**src/pkg/dac_ctrl_pkg.sv**
```systemverilog
package dac_ctrl_pkg;

  // ----------------------------------------
  // register offsets
  // ----------------------------------------
  localparam logic [7:0] PAGE_OFFSET = 8'h00;
  localparam logic [7:0] SOFT_RESET_OFFSET = 8'h01;
  localparam logic [7:0] DEVICE_MISC_OFFSET = 8'h02;
  localparam logic [7:0] SUPPLY_STATUS_OFFSET = 8'h03;
  localparam logic [7:0] GENERAL_MISC_OFFSET = 8'h04;

  // ----------------------------------------
  // reset values
  // ----------------------------------------
  localparam logic [7:0] SOFT_RESET_RESET = 8'h00;
  localparam logic [7:0] DEVICE_MISC_RESET = 8'h00;
  localparam logic [7:0] SUPPLY_STATUS_RESET = 8'h00;
  localparam logic [7:0] GENERAL_MISC_RESET = 8'h00;

  // ----------------------------------------
  // field positions
  // ----------------------------------------
  localparam int SOFT_RESET_BIT = 0;
  localparam int QCHG_LSB = 4;
  localparam int QCHG_MSB = 5;
  localparam int SLEEP_EXIT_REF_BIT = 3;
  localparam int ANALOG_SELECT_BIT = 2;
  localparam int IO_SELECT_BIT = 1;
  localparam int SLEEP_CONTROL_BIT = 0;
  localparam int ANALOG_FORCED_BIT = 7;
  localparam int IO_FORCED_BIT = 6;
  localparam int BROWNOUT_FLAG_BIT = 1;
  localparam int BROWNOUT_WAKE_BIT = 0;
  localparam int CLOCK_ERR_IGNORE_BIT = 6;
  localparam int BROADCAST_BIT = 1;

  // writable masks; all other bits are reserved or read-only
  localparam logic [7:0] SOFT_RESET_WMASK = 8'h01;
  localparam logic [7:0] DEVICE_MISC_WMASK = 8'h3F;
  localparam logic [7:0] SUPPLY_STATUS_WMASK = 8'h01;
  localparam logic [7:0] GENERAL_MISC_WMASK = 8'h42;

  // ----------------------------------------
  // timing
  // ----------------------------------------
  localparam int CLOCK_HZ = 10_000_000;
  localparam int QCHG_US_0 = 3500;
  localparam int QCHG_US_1 = 10000;
  localparam int QCHG_US_2 = 50000;
  localparam int QCHG_US_3 = 100000;
  localparam int QCHG_CYC_0 = QCHG_US_0 * (CLOCK_HZ / 1_000_000);
  localparam int QCHG_CYC_1 = QCHG_US_1 * (CLOCK_HZ / 1_000_000);
  localparam int QCHG_CYC_2 = QCHG_US_2 * (CLOCK_HZ / 1_000_000);
  localparam int QCHG_CYC_3 = QCHG_US_3 * (CLOCK_HZ / 1_000_000);
  localparam int QCHG_CNT_W = 20;

  // ----------------------------------------
  // bundles
  // ----------------------------------------
  typedef struct packed {
    logic write;
    logic read;
    logic [7:0] addr;
    logic [7:0] wdata;
  } reg_access_t;

  typedef struct packed {
    logic analog_is_3v3;
    logic io_is_3v3;
    logic brownout;
  } supply_detect_t;

  typedef enum logic [1:0] {
    QCHG_3P5MS,
    QCHG_10MS,
    QCHG_50MS,
    QCHG_100MS
  } qchg_code_t;

endpackage

```
**src/hw/quick_charge_timer.sv**
```systemverilog
`timescale 1ns/10ps
`default_nettype none

module quick_charge_timer
  import dac_ctrl_pkg::*;
#(
  parameter int CYC_0 = QCHG_CYC_0,
  parameter int CYC_1 = QCHG_CYC_1,
  parameter int CYC_2 = QCHG_CYC_2,
  parameter int CYC_3 = QCHG_CYC_3
) (
  input wire logic clk_i,
  input wire logic reset_i,
  input wire logic start_i,
  input wire qchg_code_t code_i,
  output logic charging_o
);

  // every period must fit the down-counter and be at least one cycle
  if (CYC_0 < 1 || CYC_1 < 1 || CYC_2 < 1 || CYC_3 < 1 ||
      CYC_0 >= (1 << QCHG_CNT_W) || CYC_1 >= (1 << QCHG_CNT_W) ||
      CYC_2 >= (1 << QCHG_CNT_W) || CYC_3 >= (1 << QCHG_CNT_W)) begin : g_bad_counts
    $error("quick charge counts out of range");
  end

  logic [QCHG_CNT_W-1:0] count_reg;
  logic [QCHG_CNT_W-1:0] load_value;

  // select the charge period for the code
  assign load_value = (code_i == QCHG_3P5MS) ? QCHG_CNT_W'(CYC_0) :
                      (code_i == QCHG_10MS) ? QCHG_CNT_W'(CYC_1) :
                      (code_i == QCHG_50MS) ? QCHG_CNT_W'(CYC_2) : QCHG_CNT_W'(CYC_3);

  always_ff @(posedge clk_i) begin
    if (reset_i) begin
      count_reg <= '0;
      charging_o <= 1'b0;
    end else if (start_i) begin
      count_reg <= load_value - QCHG_CNT_W'(1);
      charging_o <= 1'b1;
    end else if (count_reg != '0) begin
      count_reg <= count_reg - QCHG_CNT_W'(1);
    end else begin
      charging_o <= 1'b0;
    end
  end

endmodule // quick_charge_timer

`default_nettype wire

```
**src/hw/dac_device_control_regs.sv**
```systemverilog
`timescale 1ns/10ps
`default_nettype none

module dac_device_control_regs
  import dac_ctrl_pkg::*;
#(
  parameter int QCHG_CYCLES_0 = QCHG_CYC_0,
  parameter int QCHG_CYCLES_1 = QCHG_CYC_1,
  parameter int QCHG_CYCLES_2 = QCHG_CYC_2,
  parameter int QCHG_CYCLES_3 = QCHG_CYC_3
) (
  input wire logic clk_i,
  input wire logic reset_i,
  input wire dac_ctrl_pkg::reg_access_t access_i,
  input wire dac_ctrl_pkg::supply_detect_t detect_i,
  input wire logic clock_error_i,
  output logic [7:0] rdata_o,
  output logic sleep_o,
  output logic digital_regulator_en_o,
  output logic reference_en_o,
  output logic reference_charging_o,
  output logic analog_regulator_bypass_o,
  output logic io_supply_select_o,
  output logic clock_error_action_o,
  output logic broadcast_address_enable_o,
  output logic soft_reset_o
);
  import dac_ctrl_pkg::*;

  // ----------------------------------------
  // parameter check
  // ----------------------------------------
  if (QCHG_CYCLES_0 < 1 || QCHG_CYCLES_3 >= (1 << QCHG_CNT_W)) begin : g_bad_charge_counts
    $error("quick charge counts out of range");
  end

  // ----------------------------------------
  // register storage
  // ----------------------------------------
  logic [7:0] soft_reset_reg;
  logic [7:0] device_misc_reg;
  logic [7:0] supply_status_reg;
  logic [7:0] general_misc_reg;
  logic [7:0] page_reg;
  logic brownout_seen_reg;
  logic awake_reg;
  logic charging;

  // ----------------------------------------
  // decode
  // ----------------------------------------
  function automatic logic [7:0] merge(input logic [7:0] old, input logic [7:0] wdata, input logic [7:0] wmask);
    merge = (old & ~wmask) | (wdata & wmask);
  endfunction

  wire page0 = (page_reg == 8'h00);
  wire wr_page = access_i.write && access_i.addr == PAGE_OFFSET;
  wire wr_soft = access_i.write && page0 && access_i.addr == SOFT_RESET_OFFSET;
  wire wr_dev = access_i.write && page0 && access_i.addr == DEVICE_MISC_OFFSET;
  wire wr_sts = access_i.write && page0 && access_i.addr == SUPPLY_STATUS_OFFSET;
  wire wr_gen = access_i.write && page0 && access_i.addr == GENERAL_MISC_OFFSET;
  wire soft_reset_fire = soft_reset_reg[SOFT_RESET_BIT];
  wire clear_all = reset_i || soft_reset_fire;

  // reserved bits held by masks; status bits never written
  wire [7:0] dev_next_raw = merge(device_misc_reg, access_i.wdata, DEVICE_MISC_WMASK);
  wire [7:0] sts_next = merge(supply_status_reg, access_i.wdata, SUPPLY_STATUS_WMASK);
  wire [7:0] gen_next = merge(general_misc_reg, access_i.wdata, GENERAL_MISC_WMASK);

  // forced select bits under 3.3V supplies
  wire analog_sel_eff = device_misc_reg[ANALOG_SELECT_BIT] & ~detect_i.analog_is_3v3;
  wire io_sel_eff = device_misc_reg[IO_SELECT_BIT] & ~detect_i.io_is_3v3;

  wire [7:0] status_view = {detect_i.analog_is_3v3, detect_i.io_is_3v3, 4'h0,
                            brownout_seen_reg, supply_status_reg[BROWNOUT_WAKE_BIT]};
  wire [7:0] device_view = {device_misc_reg[7:3], analog_sel_eff, io_sel_eff, device_misc_reg[0]};

  wire [7:0] rdata_next = !page0 && access_i.addr != PAGE_OFFSET ? 8'h00 :
                          access_i.addr == PAGE_OFFSET ? page_reg :
                          access_i.addr == SOFT_RESET_OFFSET ? soft_reset_reg :
                          access_i.addr == DEVICE_MISC_OFFSET ? device_view :
                          access_i.addr == SUPPLY_STATUS_OFFSET ? status_view :
                          access_i.addr == GENERAL_MISC_OFFSET ? general_misc_reg : 8'h00;

  // sleep control: host bit, or brownout policy
  wire sleep_ctrl = device_misc_reg[SLEEP_CONTROL_BIT];
  wire brownout_wake = supply_status_reg[BROWNOUT_WAKE_BIT];
  wire awake_next = detect_i.brownout ? brownout_wake :
                    (sleep_ctrl && !awake_reg) ? 1'b1 :
                    !sleep_ctrl ? 1'b0 : awake_reg;
  wire wake_edge = awake_next && !awake_reg;

  // ----------------------------------------
  // registers
  // ----------------------------------------
  wire [7:0] soft_next = merge(soft_reset_reg, access_i.wdata, SOFT_RESET_WMASK);
  wire brownout_sleep_clear = detect_i.brownout && !brownout_wake;

  always_ff @(posedge clk_i) begin
    if (clear_all) begin
      soft_reset_reg <= SOFT_RESET_RESET;
    end else if (wr_soft) begin
      soft_reset_reg <= soft_next;
    end
  end

  always_ff @(posedge clk_i) begin
    if (clear_all) begin
      device_misc_reg <= DEVICE_MISC_RESET;
    end else if (wr_dev) begin
      device_misc_reg <= dev_next_raw;
    end else if (brownout_sleep_clear) begin
      device_misc_reg[SLEEP_CONTROL_BIT] <= 1'b0;
    end
  end

  always_ff @(posedge clk_i) begin
    if (clear_all) begin
      supply_status_reg <= SUPPLY_STATUS_RESET;
    end else if (wr_sts) begin
      supply_status_reg <= sts_next;
    end
  end

  always_ff @(posedge clk_i) begin
    if (clear_all) begin
      general_misc_reg <= GENERAL_MISC_RESET;
    end else if (wr_gen) begin
      general_misc_reg <= gen_next;
    end
  end

  always_ff @(posedge clk_i) begin
    if (clear_all) begin
      page_reg <= 8'h00;
    end else if (wr_page) begin
      page_reg <= access_i.wdata;
    end
  end

  // brownout flag and sleep state
  always_ff @(posedge clk_i) begin
    if (clear_all) begin
      brownout_seen_reg <= 1'b0;
    end else begin
      brownout_seen_reg <= brownout_seen_reg | detect_i.brownout;
    end
  end

  always_ff @(posedge clk_i) begin
    if (clear_all) begin
      awake_reg <= 1'b0;
    end else begin
      awake_reg <= awake_next;
    end
  end

  // ----------------------------------------
  // quick charge of the reference
  // ----------------------------------------
  // charge stops as soon as the device heads back to sleep
  wire charge_reset = clear_all || !awake_next;
  wire charge_start = wake_edge && device_misc_reg[SLEEP_EXIT_REF_BIT];

  quick_charge_timer #(
    .CYC_0(QCHG_CYCLES_0),
    .CYC_1(QCHG_CYCLES_1),
    .CYC_2(QCHG_CYCLES_2),
    .CYC_3(QCHG_CYCLES_3)
  ) u_qchg (
    .clk_i(clk_i),
    .reset_i(charge_reset),
    .start_i(charge_start),
    .code_i(qchg_code_t'(device_misc_reg[QCHG_MSB:QCHG_LSB])),
    .charging_o(charging)
  );

  // ----------------------------------------
  // outputs
  // ----------------------------------------
  always_ff @(posedge clk_i) begin
    if (reset_i) begin
      rdata_o <= 8'h00;
    end else if (access_i.read) begin
      rdata_o <= rdata_next;
    end
  end

  always_ff @(posedge clk_i) begin
    if (reset_i) begin
      sleep_o <= 1'b1;
      digital_regulator_en_o <= 1'b0;
      reference_en_o <= 1'b0;
      reference_charging_o <= 1'b0;
      analog_regulator_bypass_o <= 1'b0;
      io_supply_select_o <= 1'b0;
      clock_error_action_o <= 1'b1;
      broadcast_address_enable_o <= 1'b0;
      soft_reset_o <= 1'b0;
    end else begin
      sleep_o <= !awake_reg;
      digital_regulator_en_o <= awake_reg;
      reference_en_o <= awake_reg && device_misc_reg[SLEEP_EXIT_REF_BIT];
      reference_charging_o <= charging;
      analog_regulator_bypass_o <= analog_sel_eff;
      io_supply_select_o <= io_sel_eff;
      clock_error_action_o <= !general_misc_reg[CLOCK_ERR_IGNORE_BIT] && clock_error_i;
      broadcast_address_enable_o <= general_misc_reg[BROADCAST_BIT];
      soft_reset_o <= soft_reset_fire;
    end
  end

endmodule // dac_device_control_regs

`default_nettype wire

```
**config.mk**
```make
export PLATFORM = sky130hd
export DESIGN_NAME = dac_device_control_regs
export DESIGN_NICKNAME = d
export VERILOG_FILES = /design/src/pkg/dac_ctrl_pkg.sv /design/src/hw/quick_charge_timer.sv /design/src/hw/dac_device_control_regs.sv
export SDC_FILE = /design/constraint.sdc
export NUM_CORES = 1
export LEC_CHECK = 0
export BUFFER_PORTS_ARGS = -buffer_cell sky130_fd_sc_hd__buf_2
export CORE_MARGIN = 2
export CORE_UTILIZATION = 40
export DETAILED_ROUTE_END_ITERATION = 12
export PLACE_DENSITY = 0.59
export SLEW_MARGIN = 20
export SYNTH_ARGS = -nofsm -noshare
export SYNTH_HDL_FRONTEND = slang
export SYNTH_HIERARCHICAL = 1
export SYNTH_SLANG_ARGS = --single-unit
```
**constraint.sdc**
```tcl
create_clock -name clk_i -period 3 [get_ports clk_i]
set_input_delay 0.3 -clock clk_i [delete_from_list [all_inputs] [get_ports clk_i]]
set_output_delay 0.3 -clock clk_i [all_outputs]
set_load 0.01 [all_outputs]
```
== After elaboration in Yosys (flattened, before gate mapping) ==
Index checks and enable logic that the tools add are counted.
Storage, ports and cells
  register bits: 80
  memories kept: 0
  input port bits: 24
  output and inout port bits: 17
  word-level logic and storage cells: 83
  bits in latches: 0
  bits in read-only memories: 0
  RAM bits: 0
Operators by class
  $add $sub $neg: 2
  order comparisons: 0
  reduce and logical (&&, ||, !) cells: 27
  bitwise gates (word level): 9
  div/mod/pow operators: 0
  shifts and indexed selects: 0
  mux-type cells: 18
  multiply operators: 0
  equal/unequal tests: 7
Operators by type and width (number)
  two-way mux 20 bit: 5
  two-way mux 8 bit: 6
  subtractor 20 x 1 -> 20 bit (second input constant): 2
  nonzero test 20 bit: 1
  == test 8 x 2 -> 1 bit (second input constant): 2
  logical NOT 8 bit: 2
  OR 8 x 1 -> 8 bit: 2
  logical AND 1 bit: 13
  == test 8 x 1 -> 1 bit (second input constant): 1
  == test 8 x 3 -> 1 bit (second input constant): 1
  OR 8 x 6 -> 8 bit: 1
  OR 8 x 7 -> 8 bit: 1
  nonzero test 8 bit: 1
  two-way mux 1 bit: 7
  logical NOT 1 bit: 5
  nonzero test 2 bit: 2
  AND 1 bit: 2
  == test 2 x 1 -> 1 bit (second input constant): 1
  == test 2 bit (second input constant): 1
  logical NOT 2 bit: 1
  logical OR 1 bit: 2
  inequality test 2 bit (second input constant): 1
  NOT 1 bit: 2
  OR 1 bit: 1

== Longest topological paths before layout ==
  depth after elaboration: 7
  mapped depth: 12

== By module ==
The synthesis kept the hierarchy.
By module, submodules not included
  dac_device_control_regs: cells each 155, instances 1, area an instance 1529.0 sq um
  quick_charge_timer: cells each 152, instances 1, area an instance 1288.7 sq um

== Worst setup path before layout ==
OpenSTA, ideal clock, no wires.
  path type: register to register
  start: register supply_status_reg[0]
  end: register u_qchg.count_reg[16]
  library setup time: 70 ps
  buffers on the path: 3
  slack: 173 ps
  arrival time: 2757 ps
  period minus slack after synthesis: 2827 ps
  stages on the path, launching flop included: 13
  data required time: 2930 ps
  path through: dfxtp_1 mux2i_1 nor3b_1 clkbuf_1 inv_1 clkbuf_1 clkbuf_1 nand2_1 ha_1 nor3b_1 nand3_1 or3_1 a21oi_1
On the way
  word-level cells in the longest chain between the ends: 4
  elaborated cells between the ends (all ways): 7
  those cells by class: 2 x mux; 5 x reduce/logical
RTL lines
  start: declaration: line dac_device_control_regs.sv:42  | logic [7:0] supply_status_reg;
  start signal: assignment: line dac_device_control_regs.sv:121  | supply_status_reg <= sts_next;
  two-way mux 1 bit (*): line dac_device_control_regs.sv:88  | wire awake_next = detect_i.brownout ? brownout_wake :
  logical AND 1 bit (*): line dac_device_control_regs.sv:91  | wire wake_edge = awake_next && !awake_reg;
  logical AND 1 bit (*): line dac_device_control_regs.sv:163  | wire charge_start = wake_edge && device_misc_reg[SLEEP_EXIT_REF_BIT];
  net charge_start: line dac_device_control_regs.sv:163
  two-way mux 20 bit / nonzero test 2 bit (equally long branches)
  end signal: assignment: line quick_charge_timer.sv:39  | count_reg <= load_value - QCHG_CNT_W'(1);
  end signal: assignment: line quick_charge_timer.sv:42  | count_reg <= count_reg - QCHG_CNT_W'(1);
  end: declaration: line quick_charge_timer.sv:26  | logic [QCHG_CNT_W-1:0] count_reg;
Mark *: on every way through the listed nets, which the timed path passes. The rest lies on a longest branch.
A chain may end at the register's enable or synchronous reset.

== Worst setup path in the final report ==
  start: register supply_status_reg[0]
  end: register u_qchg.count_reg[11]
The elaborated chain is that of the path after synthesis.

==> flow_summary.ini <==
[status]
run_status = finished clean

[pwr]
worst_ir_drop_vdd_uv = 244
leakagePower_nw = 1.40
power_density_nw_per_um2 = 488

[clocking]
cts_tree = yes
htree_levels = 3
clk-insertion-delay-late_ps = 340
cts_root_buf = sky130_fd_sc_hd__clkbuf_8
clock-sinks = 58
hold_buffers = 0
cts.repair.resized = 0
postCtsSetupBuffers = 0
cts_buffers = 9
path_clk_slew_ps = 70
ctsLongestPathBuffers = 2

[sta]
setup_viol_count_final = 0
slew_headroom = 0.516
max_slew.worst_pin.slew_ps = 721
finalHoldViolCount = 0
clock_skew_ps = 6.94
rsz0062_at_grt = false
timing.final.crit_share = 0.792
clock.fmax_ghz = 0.421
total_negative_setup_slack_ps = 0
fin_crit_ps = 2380
drv_slew = 0

[routing]
postRouteAntennaNets = 0
drc = 0
drt-total-wl_um = 6580
vias = 2379
drt_iter0_markers = 136
routedWlPerCell_um = 14.8
detail_route.vias_per_cell = 5.36
firstDrtPassIters = 4

[global_route]
grt_start_max_net_pins = 22
first_global_vias = 2305
grt_first_pass_wirelength_um = 11300
globalRoute.totalOverflow = 0
antenna_found_initial = 0
grt_usage = 0.190

[setup_path]
critical_path_class = register to register
worstPathBufferInverterCount = 1
crit_family = simple AND/OR/NAND/NOR gates
worst-path-max-fanout = 21
crit_chain = mux2i_1 > nor3b_2 > buf_4 > nor4_2 > and4_1 > a21o_2 > nor3_1
timing.critical_path.to_type = register
startpoint_type = register
critical_path_arrival_ps = 2580
cp_slowest_cell = sky130_fd_sc_hd__nor4_2
worst_r2r_setup_slack_ps = 620
timing.critical_path.required_ps = 3200
cpPeakStageDelay_ps = 440

[logic_synthesis]
yosysTopAreaCell = sky130_fd_sc_hd__dfxtp_1
synth.area.top_cells = sky130_fd_sc_hd__dfxtp_1 (41%), sky130_fd_sc_hd__mux2i_1 (5.0%), sky130_fd_sc_hd__nor2_1 (4.7%), sky130_fd_sc_hd__a21oi_1 (2.7%), sky130_fd_sc_hd__nor3_1 (2.7%)
yosys-top-cells-count = sky130_fd_sc_hd__dfxtp_1 (58), sky130_fd_sc_hd__nor2_1 (35), sky130_fd_sc_hd__nand2_1 (16), sky130_fd_sc_hd__a21oi_1 (15), sky130_fd_sc_hd__nor3_1 (15)
synth-edff-count = 0
syn-mean-instance-area_sq_um = 9.18
post_synth_inst_count = 307
mappedNetlistNets = 332
synth_cell_type_count = 63
synth.yosys.seq_area_share = 0.412
synth_flop_cell = sky130_fd_sc_hd__dfxtp_1
synth.most_common_cell = sky130_fd_sc_hd__dfxtp_1
area_fraction_of_the_dominant_cell_type_after_synthesis = 0.412
yosysWarnings = 6
yosys_register_bits = 58
synth_area_sq_um = 2820
synthArstFlopShare = 0

[place]
cell_area_after_placement_sq_um = 3040
placement.io_buffers = 40
place_hpwl_um = 4820
place.detailed.instances = 429
gpl.final_weighted_congestion = 0.838

[floorplan]
fp.dieH_um = 87.9
core-area_sq_um = 6790
placement_rows = 30
count_of_pins_on_the_block_boundary = 41
floorplan.initialDensity = 0.415
die_area_sq_um = 7730
floorplan.die.width_um = 87.9

[run]
maxCapViolCount = 0

[finish]
final_layout_size_suffix_gt1_frac = 0.233
areaGrowthSynthToFinish_pct = 15.0
fill_cells = 633
finalInstanceArea_sq_um = 3240
largest_reg_flops = 20
final_net_count = 369
finish.utilization = 0.477
antenna_cells_inserted = 0
number_of_cells_in_the_finished_layout_apart_from_fillers = 444

[worst_hold_path]
hold_crit_class = primary input to register
[where the power goes]
group | internal [mW] | switching [mW] | total [mW]
Sequential | 0.772 | 0.00101 | 0.773
Clock | 0.463 | 0.291 | 0.754
Combinational | 0.0200 | 0.0347 | 0.0548
Total | 1.25 | 0.327 | 1.58
[worst reg2reg max path: cells and delay by family (launching register included)]
kind,cells,cell delay (ps)
AOI/OAI and AO/OA,1,410
buffers and inverters,1,220
DFF,1,350
muxes,1,250
and+or+nand+nor,4,1020
[area by class of cell]
type	instances	area, sq um	share of cell area
tap	96	120	0.0371
timing repair buffer	43	223	0.0687
sequential	58	1160	0.358
clock buffer	12	135	0.0417
clock inverter	3	65.1	0.0201
multi-input combinational	223	1500	0.464
inverter	9	33.8	0.0104
[layer usage]
metal,share of wire,global-route usage
met1,0.45,0.239
met2,0.49,0.307
met3,0.053,0.0660
met4,0.0058,0.0573
met5,0,0
[placed cells by master (no fill, tap or decap), types with 3 or more instances in the layout]
| master | instances |
|---|---|
| sky130_fd_sc_hd__a31oi_1 | 4 |
| sky130_fd_sc_hd__a211oi_1 | 4 |
| sky130_fd_sc_hd__buf_2 | 40 |
| sky130_fd_sc_hd__nor3_1 | 15 |
| sky130_fd_sc_hd__o31ai_1 | 3 |
| sky130_fd_sc_hd__mux2_2 | 4 |
| sky130_fd_sc_hd__clkbuf_8 | 9 |
| sky130_fd_sc_hd__a21o_1 | 3 |
| sky130_fd_sc_hd__nor2b_1 | 6 |
| sky130_fd_sc_hd__a32o_2 | 5 |
| sky130_fd_sc_hd__inv_1 | 9 |
| sky130_fd_sc_hd__a22o_1 | 3 |
| sky130_fd_sc_hd__o31a_1 | 3 |
| sky130_fd_sc_hd__mux2i_1 | 14 |
| sky130_fd_sc_hd__nand3_1 | 9 |
| sky130_fd_sc_hd__and2_1 | 3 |
| sky130_fd_sc_hd__nor3b_1 | 4 |
| sky130_fd_sc_hd__nor2_1 | 35 |
| sky130_fd_sc_hd__dfxtp_1 | 58 |
| sky130_fd_sc_hd__xnor2_1 | 7 |
| sky130_fd_sc_hd__buf_4 | 3 |
| sky130_fd_sc_hd__clkbuf_1 | 3 |
| sky130_fd_sc_hd__and4_1 | 5 |
| sky130_fd_sc_hd__o21ai_0 | 8 |
| sky130_fd_sc_hd__a21oi_1 | 15 |
| sky130_fd_sc_hd__nand4_1 | 5 |
| sky130_fd_sc_hd__nor4_1 | 9 |
| sky130_fd_sc_hd__nand2_1 | 16 |
[path summary, 6_finish.rpt]
check,cells after the start,to,from
worst min-delay path,2,clock_error_action_o,clock_error_i
worst max register to register,7,u_qchg/count_reg[11],supply_status_reg[0]
worst min register to register,1,rdata_o[7],rdata_o[7]
worst max-delay path,7,u_qchg/count_reg[11],supply_status_reg[0]
[stage by stage]
step,hold slack (ps),power [mW],setup WS (ps)
floorplan,376,0.823,173
global placement,445,0.845,605
detailed placement,454,0.845,559
CTS,157,1.60,662
global route,159,1.65,361
finish,164,1.58,623
[cells by family (layout without fill, tap and decap cells)]
| family | Yosys count | in the layout | synth area share |
|---|---|---|---|
| xor gates and xnor gates | 8 | 8 | 0.0249 |
| adders and majority gates | 1 | 1 | 0.00444 |
| and+or+nand+nor | 131 | 131 | 0.267 |
| buffers and inverters | 26 | 67 | 0.0564 |
| DFF | 58 | 58 | 0.412 |
| muxes | 19 | 19 | 0.0737 |
| AOI/OAI and AO/OA | 64 | 64 | 0.162 |
(Power assumes the default switching activity.)
